--- config.mk ---
export PLATFORM = sky130hd
export DESIGN_NAME = rcm_counter_control
export DESIGN_NICKNAME = d
export VERILOG_FILES = /design/src/rtl/rcm_counter_control.v
export VERILOG_INCLUDE_DIRS = /design/src /design/src/rtl
export SDC_FILE = /design/constraint.sdc
export NUM_CORES = 1
export LEC_CHECK = 0
export BUFFER_PORTS_ARGS = -buffer_cell sky130_fd_sc_hd__buf_2
export CORE_MARGIN = 3
export CORE_UTILIZATION = 59
export DETAILED_ROUTE_END_ITERATION = 8
export GPL_ROUTABILITY_DRIVEN = 0
export GPL_TIMING_DRIVEN = 0
export PLACE_DENSITY = 0.83
export SYNTH_ARGS = -nofsm -noshare
export SYNTH_HDL_FRONTEND = slang
export SYNTH_SLANG_ARGS = --single-unit
--- constraint.sdc ---
create_clock -name SYS_CLK -period 2.8 [get_ports SYS_CLK]
set_input_delay 0.84 -clock SYS_CLK [delete_from_list [all_inputs] [get_ports SYS_CLK]]
set_output_delay 0.84 -clock SYS_CLK [all_outputs]
set_load 0.005 [all_outputs]
--- src/rtl/rcm_defines.vh ---
`ifndef RCM_DEFINES_VH
`define RCM_DEFINES_VH

// ****************************************
// Timing
// ****************************************
`define RCM_CLK_MHZ        100
`define RCM_SHAPE_NS       40
`define RCM_SHAPE_CYC      ((`RCM_SHAPE_NS * `RCM_CLK_MHZ + 999) / 1000)
`define RCM_BLANK_CYC      4'h8

// ****************************************
// Register byte offsets
// ****************************************
`define RCM_OFS_CTRL       4'h0
`define RCM_OFS_STATUS     4'h4
`define RCM_OFS_MAIN_LO    4'h8
`define RCM_OFS_MAIN_HI    4'hC

// ****************************************
// Field positions
// ****************************************
`define RCM_CTRL_DIFF      0
`define RCM_CTRL_PC        1
`define RCM_CTRL_BRIGHT    2
`define RCM_CTRL_START     3
`define RCM_ST_DIR         0
`define RCM_ST_CDONE       1
`define RCM_ST_INHIB       2
`define RCM_ST_ZERO        3

// ****************************************
// Values
// ****************************************
`define RCM_BCD_MAX        4'h9
`define RCM_BCD_ZERO       4'h0
`define RCM_DIV_LAST       4'h9
`define RCM_NDIG           9
`define RCM_UPPER_DEC      7

`endif

--- src/rtl/rcm_counter_control.v ---
`timescale 1ns/1ps
`include "rcm_defines.vh"
// Summary of operation
// - Each falling first-decade edge outside the blanking window becomes one shaped count pulse of about 40 ns.
// - Difference mode preloads stored centre, counts down to zero, then counts up.
// - Count pulse is blanked when direction flag falls from reverse to forward.
// - Shaped pulse goes to forward or reverse input according to direction flag.
// - Gate end emits transfer of counter into main latches unless inhibited.
// - After transfer, in past centre or difference mode with centre done, a second pulse preloads the counter from centre latches.
// - The complementary phase of that second pulse resets the count chain.
// - Chain reset is inverted to active low and clears the first decade.
// - Difference mode blocks main-latch transfer at end of centre measurement.
// - Difference inhibit holds while centre not done; next gate end then clears it.
// - Past centre or bright line: start presets inhibit, first gate end clears it.
// - Modes are exclusive; bright line cancels past centre and difference.
// - Upper stages are reversible decades plus one toggle stage as top digits.
// - Every decade owns a main latch and a centre frequency latch.
// - All-zero chain while reversing in difference mode is detected and signalled.
// - 1 kHz reference divided by ten, decoded into nine one-hot digit selects.
// - Each select puts one main latch digit onto the shared digit bus.
// - Forward carries feed next forward input, reverse borrows feed next reverse.
// - On reverse all-zero, direction goes forward and first decade is reset.
// - End of centre measurement captures the count once into centre latches.
module rcm_counter_control #(
  parameter SHAPE_CYC = `RCM_SHAPE_CYC
) (
  input  wire        SYS_CLK,          // System clock, 100 MHz
  input  wire        SRST,             // Synchronous reset, active high
  input  wire        FIRST_DEC_OUT,    // First decade output pin
  input  wire [3:0]  FIRST_BCD,        // First decade BCD readout pin
  input  wire        GATE_IN,          // Gating waveform pin, end on fall
  input  wire        REF_1KHZ,         // Display reference pin
  input  wire [3:0]  AVS_ADDRESS,      // Avalon byte address
  input  wire        AVS_READ,         // Avalon read
  input  wire        AVS_WRITE,        // Avalon write
  input  wire [31:0] AVS_WRITEDATA,    // Avalon write data
  output reg  [31:0] AVS_READDATA,     // Avalon read data
  output reg         AVS_WAITREQUEST,  // Avalon wait request
  output reg         CHAIN_FWD_PULSE,  // Shaped forward count pulse
  output reg         CHAIN_REV_PULSE,  // Shaped reverse count pulse
  output reg         FIRST_RST_N,      // First decade clear, active low
  output reg         FIRST_PRESET_STB, // First decade preload strobe
  output reg  [3:0]  FIRST_PRESET_BCD, // First decade preload value
  output reg         DIR_REVERSE,      // Direction flag, high for reverse
  output reg         ZERO_DET,         // All-zero detect strobe
  output reg  [8:0]  DIGIT_SEL,        // One-hot digit select
  output reg  [3:0]  DIGIT_BCD         // Shared digit bus
);

  // ****************************************
  // Functions
  // ****************************************
  // One-hot select from divider count; last count selects nothing
  function [8:0] sel_dec;
    input [3:0] cnt;
    begin
      if (cnt < `RCM_DIV_LAST) begin
        sel_dec = 9'h001 << cnt;
      end else begin
        sel_dec = 9'h000;
      end
    end
  endfunction

  // BCD step up or down
  function [3:0] bcd_step;
    input [3:0] d;
    input       down;
    begin
      if (down) begin
        bcd_step = (d == `RCM_BCD_ZERO) ? `RCM_BCD_MAX : d - 4'h1;
      end else begin
        bcd_step = (d == `RCM_BCD_MAX) ? `RCM_BCD_ZERO : d + 4'h1;
      end
    end
  endfunction

  // ****************************************
  // Declarations
  // ****************************************
  reg  [6:0]  sy1_ff;
  reg  [6:0]  sy2_ff;
  reg  [6:0]  sy3_ff;
  reg  [6:0]  filt_ff;
  reg  [6:0]  prev_ff;
  reg  [31:0] cnt_ff;
  reg  [31:0] nxt_cnt;
  reg  [35:0] main_ff;
  reg  [35:0] centre_ff;
  reg  [3:0]  blank_ff;
  reg  [3:0]  shp_ff;
  reg         dir_ff;
  reg         dir_d_ff;
  reg         cdone_ff;
  reg         inhib_ff;
  reg         zero_seen_ff;
  reg         diff_ff;
  reg         pc_ff;
  reg         bright_ff;
  reg         stage1_ff;
  reg         stage2_ff;
  reg  [3:0]  div_ff;
  reg         carry;
  reg  [3:0]  dig;
  integer     i;

  wire        first_fall;
  wire        gate_end;
  wire        ref_rise;
  wire [3:0]  first_bcd_s;
  wire        accept;
  wire        centre_pend;
  wire        preload_en;
  wire        zero_hit;
  wire        wr_acc;
  wire        start;

  assign first_bcd_s = filt_ff[6:3];
  assign first_fall  = prev_ff[0] & ~filt_ff[0];
  assign gate_end    = prev_ff[1] & ~filt_ff[1];
  assign ref_rise    = ~prev_ff[2] & filt_ff[2];
  assign accept      = first_fall & (blank_ff == 4'h0);
  assign centre_pend = (diff_ff | pc_ff) & ~cdone_ff;
  assign preload_en  = (diff_ff | pc_ff) & cdone_ff;
  assign zero_hit    = diff_ff & dir_ff & (cnt_ff == 32'h0000_0000)
                       & (first_bcd_s == `RCM_BCD_ZERO) & ~stage2_ff;
  assign wr_acc      = AVS_WRITE & ~AVS_WAITREQUEST;
  assign start       = wr_acc & (AVS_ADDRESS == `RCM_OFS_CTRL)
                       & AVS_WRITEDATA[`RCM_CTRL_START];

  // ****************************************
  // Input synchronisers
  // ****************************************
  // Three stages; filtered value moves once stages two and three agree
  always @(posedge SYS_CLK) begin
    if (SRST) begin
      sy1_ff  <= 7'h00;
      sy2_ff  <= 7'h00;
      sy3_ff  <= 7'h00;
      filt_ff <= 7'h00;
      prev_ff <= 7'h00;
    end else begin
      sy1_ff  <= {FIRST_BCD, REF_1KHZ, GATE_IN, FIRST_DEC_OUT};
      sy2_ff  <= sy1_ff;
      sy3_ff  <= sy2_ff;
      filt_ff <= (filt_ff & (sy2_ff ^ sy3_ff)) | (sy3_ff & ~(sy2_ff ^ sy3_ff));
      prev_ff <= filt_ff;
    end
  end

  // ****************************************
  // Count pulse shaping and steering
  // ****************************************
  // Shaped pulse, blanked after a reverse-to-forward change
  always @(posedge SYS_CLK) begin
    if (SRST) begin
      blank_ff        <= 4'h0;
      shp_ff          <= 4'h0;
      CHAIN_FWD_PULSE <= 1'b0;
      CHAIN_REV_PULSE <= 1'b0;
      dir_d_ff        <= 1'b0;
    end else begin
      dir_d_ff <= dir_ff;
      if (dir_d_ff & ~dir_ff) begin
        blank_ff <= `RCM_BLANK_CYC;
      end else if (blank_ff != 4'h0) begin
        blank_ff <= blank_ff - 4'h1;
      end
      if (accept) begin
        shp_ff          <= SHAPE_CYC[3:0] - 4'h1;
        CHAIN_FWD_PULSE <= ~dir_ff;
        CHAIN_REV_PULSE <= dir_ff;
      end else if (shp_ff != 4'h0) begin
        shp_ff <= shp_ff - 4'h1;
      end else begin
        CHAIN_FWD_PULSE <= 1'b0;
        CHAIN_REV_PULSE <= 1'b0;
      end
    end
  end

  // ****************************************
  // Reversible chain with toggle stage
  // ****************************************
  // Carry or borrow ripples from decade to decade
  always @* begin
    nxt_cnt = cnt_ff;
    carry   = 1'b1;
    dig     = 4'h0;
    for (i = 0; i < `RCM_UPPER_DEC; i = i + 1) begin
      dig = cnt_ff[4*i +: 4];
      if (carry) begin
        nxt_cnt[4*i +: 4] = bcd_step(dig, dir_ff);
        carry = dir_ff ? (dig == `RCM_BCD_ZERO) : (dig == `RCM_BCD_MAX);
      end
    end
    if (carry) begin
      nxt_cnt[28] = ~cnt_ff[28];
    end
    nxt_cnt[31:29] = 3'h0;
  end

  // ****************************************
  // Gate-end sequence and chain update
  // ****************************************
  // Gate end, then transfer, then preload or reset, one cycle apart
  always @(posedge SYS_CLK) begin
    if (SRST) begin
      stage1_ff        <= 1'b0;
      stage2_ff        <= 1'b0;
      cnt_ff           <= 32'h0000_0000;
      main_ff          <= 36'h0_0000_0000;
      centre_ff        <= 36'h0_0000_0000;
      cdone_ff         <= 1'b0;
      dir_ff           <= 1'b0;
      FIRST_RST_N      <= 1'b1;
      FIRST_PRESET_STB <= 1'b0;
      FIRST_PRESET_BCD <= 4'h0;
      ZERO_DET         <= 1'b0;
      zero_seen_ff     <= 1'b0;
    end else begin
      stage1_ff        <= gate_end;
      stage2_ff        <= stage1_ff;
      FIRST_RST_N      <= 1'b1;
      FIRST_PRESET_STB <= 1'b0;
      ZERO_DET         <= 1'b0;
      if (stage1_ff & ~inhib_ff) begin
        main_ff <= {cnt_ff[31:0], first_bcd_s};
      end
      if (stage1_ff & centre_pend) begin
        centre_ff <= {cnt_ff[31:0], first_bcd_s};
        cdone_ff  <= 1'b1;
      end else if (start) begin
        cdone_ff <= 1'b0;
      end
      if (stage2_ff & preload_en) begin
        cnt_ff           <= centre_ff[35:4];
        FIRST_PRESET_STB <= 1'b1;
        FIRST_PRESET_BCD <= centre_ff[3:0];
        dir_ff           <= diff_ff;
      end else if (stage2_ff) begin
        cnt_ff      <= 32'h0000_0000;
        FIRST_RST_N <= 1'b0;
        dir_ff      <= 1'b0;
      end else if (zero_hit) begin
        dir_ff      <= 1'b0;
        FIRST_RST_N <= 1'b0;
        ZERO_DET    <= 1'b1;
      end else if (accept) begin
        cnt_ff <= nxt_cnt;
      end
      if (zero_hit & ~stage2_ff) begin
        zero_seen_ff <= 1'b1;
      end else if (start) begin
        zero_seen_ff <= 1'b0;
      end
    end
  end

  // ****************************************
  // Latch-transfer inhibit
  // ****************************************
  // Difference holds it until centre done; other modes clear at gate end
  always @(posedge SYS_CLK) begin
    if (SRST) begin
      inhib_ff <= 1'b0;
    end else if (diff_ff) begin
      if (~cdone_ff | start) begin
        inhib_ff <= 1'b1;
      end else if (gate_end) begin
        inhib_ff <= 1'b0;
      end
    end else if (start) begin
      inhib_ff <= 1'b1;
    end else if (gate_end) begin
      inhib_ff <= 1'b0;
    end
  end

  // ****************************************
  // Mode register
  // ****************************************
  // Bright line wins; difference wins over past centre
  always @(posedge SYS_CLK) begin
    if (SRST) begin
      diff_ff   <= 1'b0;
      pc_ff     <= 1'b0;
      bright_ff <= 1'b0;
    end else if (wr_acc & (AVS_ADDRESS == `RCM_OFS_CTRL)) begin
      bright_ff <= AVS_WRITEDATA[`RCM_CTRL_BRIGHT];
      diff_ff   <= AVS_WRITEDATA[`RCM_CTRL_DIFF] & ~AVS_WRITEDATA[`RCM_CTRL_BRIGHT];
      pc_ff     <= AVS_WRITEDATA[`RCM_CTRL_PC] & ~AVS_WRITEDATA[`RCM_CTRL_DIFF]
                   & ~AVS_WRITEDATA[`RCM_CTRL_BRIGHT];
    end
  end

  // ****************************************
  // Display multiplexer
  // ****************************************
  // Divide-by-ten on reference edges, one digit per select
  always @(posedge SYS_CLK) begin
    if (SRST) begin
      div_ff    <= 4'h0;
      DIGIT_SEL <= 9'h000;
      DIGIT_BCD <= 4'h0;
    end else begin
      if (ref_rise) begin
        div_ff <= (div_ff == `RCM_DIV_LAST) ? 4'h0 : div_ff + 4'h1;
      end
      DIGIT_SEL <= sel_dec(div_ff);
      if (div_ff < `RCM_DIV_LAST) begin
        DIGIT_BCD <= main_ff[4*div_ff +: 4];
      end else begin
        DIGIT_BCD <= 4'h0;
      end
    end
  end

  // ****************************************
  // Avalon slave
  // ****************************************
  // One wait cycle per access; read data ready when wait drops
  always @(posedge SYS_CLK) begin
    if (SRST) begin
      AVS_WAITREQUEST <= 1'b1;
      AVS_READDATA    <= 32'h0000_0000;
      DIR_REVERSE     <= 1'b0;
    end else begin
      DIR_REVERSE <= dir_ff;
      if ((AVS_READ | AVS_WRITE) & AVS_WAITREQUEST) begin
        AVS_WAITREQUEST <= 1'b0;
        if (AVS_ADDRESS == `RCM_OFS_CTRL) begin
          AVS_READDATA <= {29'h0000_0000, bright_ff, pc_ff, diff_ff};
        end else if (AVS_ADDRESS == `RCM_OFS_STATUS) begin
          AVS_READDATA <= {28'h000_0000, zero_seen_ff, inhib_ff, cdone_ff, dir_ff};
        end else if (AVS_ADDRESS == `RCM_OFS_MAIN_LO) begin
          AVS_READDATA <= main_ff[31:0];
        end else if (AVS_ADDRESS == `RCM_OFS_MAIN_HI) begin
          AVS_READDATA <= {28'h000_0000, main_ff[35:32]};
        end else begin
          AVS_READDATA <= 32'h0000_0000;
        end
      end else begin
        AVS_WAITREQUEST <= 1'b1;
      end
    end
  end

endmodule

==> results of run 1 <==
## metrics by stage
stage / std cells / hold slack [ns]
final: 1475 / 0.4378
after CTS: 1475 / 0.4445
after global routing: 1475 / 0.4587
after global placement: 1439 / 0.4219
after floorplan: 1157 / 0.4138
after detailed placement: 1439 / 0.4262
## logic make-up (layout without fill, tap and decap cells)
| kind of cell | count (synthesis) | in the layout |
|---|---|---|
| AOI/OAI and AO/OA | 297 | 297 |
| xor gates and xnor gates | 14 | 14 |
| adders and majority gates | 4 | 4 |
| buffers and inverters | 120 | 227 |
| DFF | 212 | 212 |
| muxes | 21 | 21 |
| and+or+nand+nor | 489 | 489 |
## per-layer routing
metal,global-route usage,share of wire,vias up
li1,-,-,4247
met1,0.4165,0.40,4298
met2,0.4831,0.45,541
met3,0.05475,0.11,109
met4,0.1218,0.044,0
met5,0,0,-
## placed cells by master, fill, tap and decap left out, types with 7 or more instances in the layout
cell type	count
a22oi_1	16
nor3_1	18
a221oi_1	10
mux2_2	7
inv_1	17
clkbuf_1	89
nand2b_1	17
a211oi_1	10
nand3_1	42
and2_1	11
nor2b_1	45
buf_2	78
clkbuf_16	22
dfxtp_1	212
mux4_2	8
nand2_1	241
o211ai_1	9
xnor2_1	9
a311oi_1	8
a21oi_1	143
nor4_1	10
o21ai_0	33
nor2_1	50
## cell type report
type                    count  area share
flip-flops and latches    212      0.3917
inverters                  18    0.006236
plain buffers             102     0.03788
repair buffers             71     0.03280
multi-input cells         825      0.4431
clock inverters             8    0.008200
clock buffers              28     0.05566
well taps                 211     0.02437
## registers in the layout, summed over array words and instances (netlist names), 3 cells and up, named ones only
| register | count |
|---|---|
| shp_ff | 4 |
| centre_ff | 36 |
| FIRST_PRESET_BCD | 4 |
| main_ff | 36 |
| DIGIT_SEL | 9 |
| sy1_ff | 7 |
| cnt_ff | 32 |
| blank_ff | 4 |
| sy3_ff | 7 |
| sy2_ff | 7 |
| AVS_READDATA | 32 |
| div_ff | 4 |
| DIGIT_BCD | 4 |
| prev_ff | 3 |
## worst max-delay path, cell delays in order (launching register included)
cell      delay [ns]
dfxtp_1         0.31
clkbuf_1        0.30
nor4_1          0.33
nand4_1         0.32
or3_1           0.48
a31oi_1         0.52
mux2_2          0.40
## report_power, final
group / total, uW / internal (uW) / switching [uW]
Clock: 2820 / 1620 / 1200
Combinational: 461 / 178 / 283
Sequential: 3130 / 3090 / 45.4
## final timing paths
path,startpoint,end,depth (start not counted)
setup / recovery,cnt_ff[3],cnt_ff[13],6
hold / removal,sy1_ff[2],sy2_ff[2],1
setup reg to reg,cnt_ff[3],cnt_ff[13],6
hold reg to reg,sy1_ff[2],sy2_ff[2],1
## timing repair
item / 4_1_cts / 5_1_grt
setup endpoints to repair: 11 / 28
cloned: 0 / 0
resized for setup: 1 / 7
pin swaps: 0 / 0
hold buffers: 0 / 0
==> flow_summary.json, run 1 <==
{
  "status": "completed",
  "cts_made_buffers": 22,
  "routed_via_density": 6.234,
  "synthFlopType": "dfxtp_1",
  "die-width_um": 132.9,
  "nNetsFinal": 1303,
  "ys_warn_count": 0,
  "cts_setup_buffers": 0,
  "maxCapViolations": 0,
  "setup-tns-final_ns": 0,
  "synth_top_area_cell": "dfxtp_1",
  "area_growth_pct": 14.01,
  "num_rows": 45,
  "synth_top_family_by_area": "simple AND/OR/NAND/NOR gates",
  "worstMarginPinSlew_ns": 0.8704,
  "drt_iter0_drc": 1221,
  "pre_cts_slack_ns": -0.4932,
  "dp_hpwl_um": 19690,
  "seqCellArea_um2": 4244,
  "path_clk_slew_ns": 0.06,
  "startpoint_type": "register",
  "fmaxAchievable_ghz": 0.3612,
  "final_hold_viol_count": 0,
  "synth_seq_cells": 212,
  "die_h_um": 132.9,
  "fin_ws_ns": 0.03144,
  "ys_top_cells_by_count": "nand2_1 (241), dfxtp_1 (212), a21oi_1 (143)",
  "skew_ns": 0.02331,
  "postLayoutCoreUtil": 0.6997,
  "hold_class": "reg2reg",
  "slew_viol_final": 0,
  "reg2reg_slack_ns": 0.03,
  "synth-edff-count": 0,
  "p_leak_uw": 0.003884,
  "ys_async_sr_fraction": 0,
  "syn_nets": 1208,
  "syn_area_um2": 9503,
  "final-setup-viol-count": 0,
  "syn_inst": 1157,
  "dpl_cell_area_um2": 10120,
  "cp_max_fo": 10,
  "synthesis.area_per_instance_um2": 8.213,
  "maxSlewHeadroom": 0.4144,
  "antenna_found_initial": 0,
  "drc": 0,
  "wire_per_inst_um": 19.08,
  "cts_tree": "yes",
  "min_period_ns": 2.769,
  "firstDrtPassIters": 9,
  "grtUsageTotal": 0.3056,
  "cts-root-buf": "clkbuf_16",
  "start_util": 0.6137,
  "worstPathArrival_ns": 3.16,
  "ios": 103,
  "synthDominantCellAreaShare": 0.4466,
  "synth_area_leaders": "dfxtp_1 (45%), nand2_1 (9.5%), a21oi_1 (7.5%)",
  "power_density_nw_per_um2": 591.6,
  "muxShareOfSynthArea": 0.03357,
  "grt_pass1_wl_um": 43840,
  "ir_drop_mv": 0.5142,
  "grt_setup_unrepaired": "no",
  "cts_sinks": 212,
  "overflow": 0,
  "vias": 9195,
  "p_total_uw": 6410,
  "worstPathRequired_ns": 3.19,
  "wl_um": 28150,
  "cts_htree_levels": 1,
  "synthSimpleGateAreaFrac": 0.2527,
  "synth.most_common_cell": "nand2_1",
  "n_antenna_cell": 0,
  "grt_pass1_vias": 8417,
  "cts_max_path_buffers": 3,
  "numPortBuffers": 71,
  "synth-adder-area-share": 0.005267,
  "fillCellCount": 1205,
  "grt_start_max_net_pins": 15,
  "synthDistinctLibCells": 80,
  "drive_above_1_share": 0.1274,
  "dieArea_um2": 17670,
  "final_cell_area_um2": 10830,
  "path_class": "reg2reg",
  "period_share": 0.9888,
  "antenna_left": 0,
  "multi_input_area_um2": 4801,
  "yosys.area_share.xor_xnor": 0.01290,
  "coreArea_um2": 15480,
  "clock_latency_ns": 0.52,
  "cp-end-kind": "register",
  "synth_compound_area_frac": 0.1991,
  "synth-seq-area-share": 0.4466
}
No activity file was read; power rests on OpenSTA's default activity.
==> run 2, diff against run 1 <==
- clock period: 2.8 -> 2.7 ns (I/O delays scaled with it)
==> run 2 against run 1 <==
- the flow now finishes with violations (negative setup slack)
- clock power up 4%
- sequential share of layout area down 0.12 points
- worst setup slack worse by 0.032 ns
- register-to-register slack worse by 0.03 ns
==> flow_summary.json, run 2 (synthesis results as in run 1) <==
{
  "fillCellCount": 1202,
  "violations": "negative setup slack",
  "nNetsFinal": 1304,
  "overflow": 0,
  "worstPathRequired_ns": 3.09,
  "grt_start_max_net_pins": 15,
  "start_util": 0.6137,
  "reg2reg_slack_ns": -0.0008,
  "final_hold_viol_count": 0,
  "power_density_nw_per_um2": 613.2,
  "cp-end-kind": "register",
  "final-setup-viol-count": 1,
  "worstPathArrival_ns": 3.09,
  "cp_slowest_stage_delay_ns": 0.51,
  "switching_share": 0.2383,
  "area_growth_pct": 14.35,
  "clock_latency_ns": 0.52,
  "cp_max_fo": 10,
  "vias": 9171,
  "maxCapViolations": 0,
  "drc": 0,
  "startpoint_type": "register",
  "cts-root-buf": "clkbuf_16",
  "antenna_left": 0,
  "wire_per_inst_um": 19.07,
  "n_antenna_cell": 0,
  "dp_hpwl_um": 19690,
  "skew_ns": 0.02181,
  "cts_sinks": 212,
  "grt_pass1_wl_um": 43900,
  "coreArea_um2": 15480,
  "cts_htree_levels": 1,
  "maxSlewHeadroom": 0.4225,
  "num_rows": 45,
  "period_share": 1.000,
  "dieArea_um2": 17670,
  "hold_class": "reg2reg",
  "fmaxAchievable_ghz": 0.3703,
  "grt_setup_unrepaired": "no",
  "die_h_um": 132.9,
  "numPortBuffers": 71,
  "grtUsageTotal": 0.3063,
  "ios": 103,
  "p_seq_frac": 0.488,
  "fin_ws_ns": -0.0007743,
  "p_int_uw": 5075,
  "clock_power_share": 0.439,
  "cts_tree": "yes",
  "status": "complete, but fails checks",
  "p_leak_uw": 0.003895,
  "ir_drop_mv": 0.5328,
  "min_period_ns": 2.701,
  "worstPathCellList": "clkbuf_1 > nor4b_1 > nand4_1 > buf_4 > nor3_4 > o21ai_0 > o221a_2",
  "power_frac_comb": 0.073,
  "slew_viol_final": 0,
  "top_regs": "centre_ff: 36 flops, main_ff: 36 flops",
  "wl_um": 28140,
  "cts_max_path_buffers": 3,
  "postLayoutCoreUtil": 0.7018,
  "layout_common_cells": "nand2_1 (241), dfxtp_1 (212), a21oi_1 (143)",
  "antenna_found_initial": 0,
  "path_class": "reg2reg",
  "path_clk_slew_ns": 0.07,
  "drt_iter0_drc": 1367,
  "routed_via_density": 6.213,
  "die-width_um": 132.9,
  "cts_made_buffers": 22,
  "layout_commonest_cell": "nand2_1",
  "drive_above_1_share": 0.1312,
  "cpMaxStageDelayCell": "nor3_4",
  "p_switching_uw": 1588,
  "grt_pass1_vias": 8425,
  "worstMarginPinSlew_ns": 0.8662,
  "firstDrtPassIters": 6,
  "whs_ns": 0.4393
}
run 2: area by class of cell:
| cell class | count | area (um2) | share of cell area |
|---|---|---|---|
| multi-input cells | 825 | 4825 | 0.4440 |
| flip-flops and latches | 212 | 4244 | 0.3906 |
| clock buffers | 28 | 603.1 | 0.05550 |
| plain buffers | 102 | 411.6 | 0.03788 |
| repair buffers | 72 | 362.8 | 0.03339 |
| well taps | 211 | 264.0 | 0.02429 |
| clock inverters | 8 | 88.84 | 0.008175 |
| inverters | 18 | 67.56 | 0.006218 |
run 2: metrics by stage:
stage / setup TNS (ns) / cell area (um2) / total power (uW) / instances / worst slack, ns
floorplan: 0 / 9503 / 3653 / 1157 / 0.4882
global placement: -24.15 / 10120 / 3758 / 1439 / -0.5242
detailed placement: -26.10 / 10120 / 3776 / 1439 / -0.5632
CTS: 0 / 10830 / 6645 / 1475 / 0.1005
global route: 0 / 10870 / 6865 / 1476 / 0.002032
finish: -0.0007743 / 10870 / 6663 / 1476 / -0.0007743
run 2: worst paths after layout:
path         startpoint        end  cells past startpoint
max          cnt_ff[15]  cnt_ff[2]                      7
min           sy1_ff[2]  sy2_ff[2]                      1
max reg2reg  cnt_ff[15]  cnt_ff[2]                      7
min reg2reg   sy1_ff[2]  sy2_ff[2]                      1
run 2: worst max-delay path, delay by kind of cell, from the launching register on:
kind,cells,cell delay (ns)
buffers and inverters,2,0.47
AND/OR/NAND/NOR,3,1.09
flip-flops,1,0.31
AO/OA/AOI/OAI,2,0.71
run 2: metal layers:
metal / part of all wire / wire length (um) / global-route usage
met5: 0 / 0 / 0
met4: 0.045 / 1259 / 0.1241
met3: 0.11 / 2976 / 0.05665
met2: 0.45 / 12650 / 0.4828
met1: 0.40 / 11260 / 0.4166
run 2: power groups by stage:
stage          logic, uW  clock network, uW  registers [uW]
3_3_place_gp         449                  0            3310
6_report             490               2920            3250
4_1_cts              472               2930            3250
5_1_grt              550               3060            3260
3_5_place_dp         465                  0            3310
2_1_floorplan        351                  0            3300
run 2: what timing repair did:
action,in CTS,in global routing
setup endpoints to repair,27,36
hold buffers,0,0
resized for setup,4,9
setup buffers,0,1
pin swaps,0,1
==> run 3, diff against run 2 <==
- CORE_UTILIZATION: 59 -> 45
- PLACE_DENSITY: 0.83 -> 0.67
==> run 3 against run 2 <==
- the run now ends clean
- sequential share of layout area down 0.68 points
- final cell count up 4.2%
- utilization down 16 points
- clock power up 12%
- critical path depth up 1
- count of clock-buffer cells in the layout up 4
==> flow_summary.json, run 3 (synthesis results as in run 1) <==
{
  "ios": 103,
  "final-setup-viol-count": 0,
  "firstDrtPassIters": 5,
  "grt_pass1_vias": 8229,
  "whs_path_depth": 1,
  "start_util": 0.4637,
  "cp_slowest_stage_delay_ns": 0.46,
  "fillCellCount": 1946,
  "worstPathCellList": "buf_6 > nor4b_4 > nand4_1 > or3_1 > buf_2 > buf_2 > a311oi_2 > a211oi_1",
  "cpMostUsedCell": "buf_2",
  "final_cell_area_um2": 11060,
  "whs_ns": 0.4373,
  "ir_drop_mv": 0.5364,
  "numPortBuffers": 71,
  "r2r-start": "cnt_ff[20]",
  "cp_max_fo": 10,
  "grt_setup_unrepaired": "no",
  "drive_above_1_share": 0.1372,
  "status": "completed",
  "top_regs": "centre_ff: 36 flops, main_ff: 36 flops",
  "grt_start_max_net_pins": 14,
  "wl_um": 29820,
  "cts_htree_levels": 1,
  "coreArea_um2": 20490,
  "num_rows": 52,
  "clock_latency_ns": 0.52,
  "routed_via_density": 5.871,
  "path_class": "reg2reg",
  "area_growth_pct": 16.37,
  "n_antenna_cell": 0,
  "vias": 9030,
  "worstHoldStart": "sy1_ff[3]",
  "nNetsFinal": 1304,
  "hold_class": "reg2reg",
  "cts_sinks": 212,
  "maxSlewHeadroom": 0.4655,
  "cpMaxStageDelayCell": "or3_1",
  "dieArea_um2": 22900,
  "layout_commonest_cell": "nand2_1",
  "reg2reg_slack_ns": 0.08,
  "dp_hpwl_um": 21000,
  "cts_tree": "yes",
  "worstPathRequired_ns": 3.07,
  "cts-root-buf": "clkbuf_16",
  "worstPathArrival_ns": 2.99,
  "die_h_um": 151.3,
  "cts_max_path_buffers": 3,
  "skew_ns": 0.01307,
  "cts_made_buffers": 23,
  "maxCapViolations": 0,
  "grtUsageTotal": 0.2537,
  "startpoint_type": "register",
  "reg2reg_to": "cnt_ff[20]",
  "layout_common_cells": "nand2_1 (241), dfxtp_1 (212), a21oi_1 (142)",
  "holdPathEnd": "sy2_ff[3]",
  "final_cells": 1538,
  "cts_setup_buffers": 0,
  "rr_worst_depth": 8,
  "wire_per_inst_um": 19.39,
  "antenna_left": 0,
  "worstMarginPinSlew_ns": 0.8018,
  "path_clk_slew_ns": 0.06,
  "die-width_um": 151.3,
  "dp_cells": 1498,
  "power_density_nw_per_um2": 634.0,
  "grt_pass1_wl_um": 45840,
  "period_share": 0.9719,
  "dpl_cell_area_um2": 10200,
  "cp-end-kind": "register",
  "slew_viol_final": 0,
  "min_period_ns": 2.624,
  "fmaxAchievable_ghz": 0.3811,
  "cts_hold_buf": 0,
  "final_hold_viol_count": 0,
  "antenna_found_initial": 0,
  "overflow": 0,
  "drc": 0,
  "p_leak_uw": 0.003968,
  "drt_iter0_drc": 990
}
## run 3: worst max path at each step
stage | from | to | slack [ns]
5_1_grt | diff_ff | cnt_ff[25] | 0.02
4_1_cts | SRST | zero_seen_ff | 0.02
3_3_place_gp | SRST | div_ff[0] | -0.72
2_1_floorplan | blank_ff[0] | cnt_ff[4] | 0.49
6_report | cnt_ff[20] | cnt_ff[20] | 0.08
3_5_place_dp | SRST | zero_seen_ff | -0.72
## run 3: report_power, final
group          total, uW  internal (uW)  switching (uW)
sequential          3250           3200            46.8
combinational        491            195             296
clock               3270           1970            1300
total               7010           5370            1650
## run 3: worst max-delay path: cells and delay by family, from the launching register on
| kind | cells | cell delay [ns] |
|---|---|---|
| and+or+nand+nor | 3 | 1.18 |
| buffers and inverters | 3 | 0.61 |
| AOI/OAI and AO/OA | 2 | 0.37 |
| DFF | 1 | 0.31 |
## run 3: area by class of cell
| type | instances | area (um2) | share of cell area |
|---|---|---|---|
| flip-flops and latches | 212 | 4244 | 0.3838 |
| clock inverters | 8 | 130.1 | 0.01177 |
| plain buffers | 102 | 425.4 | 0.03847 |
| multi-input cells | 825 | 4848 | 0.4384 |
| repair buffers | 71 | 355.3 | 0.03213 |
| clock buffers | 32 | 649.4 | 0.05872 |
| inverters | 18 | 67.56 | 0.006110 |
| well taps | 270 | 337.8 | 0.03055 |
## run 3: metrics by stage
stage,setup TNS (ns),worst slack [ns],utilization,total power [uW]
3_3_place_gp,-35.57,-0.7192,0.4975,3769
3_5_place_dp,-36.01,-0.7207,0.4975,3786
6_report,0,0.07588,0.5396,7011
4_1_cts,0,0.01589,0.5363,7039
2_1_floorplan,0,0.4882,-,3653
5_1_grt,0,0.01522,0.5396,7243
## run 3: per-layer routing
layer	global-route usage	vias to the layer above	part of all wire	wire [um]
li1	-	4248	-	-
met5	0	-	0	0
met4	0.07344	0	0.029	877
met3	0.04907	82	0.093	2776
met1	0.3639	4276	0.43	12920
met2	0.3883	424	0.44	13240
## run 3: timing repair
action / in CTS / in global routing
gates resized for setup: 5 / 22
pin swaps: 0 / 1
hold endpoints to repair: 0 / 0
setup endpoints to repair: 50 / 58
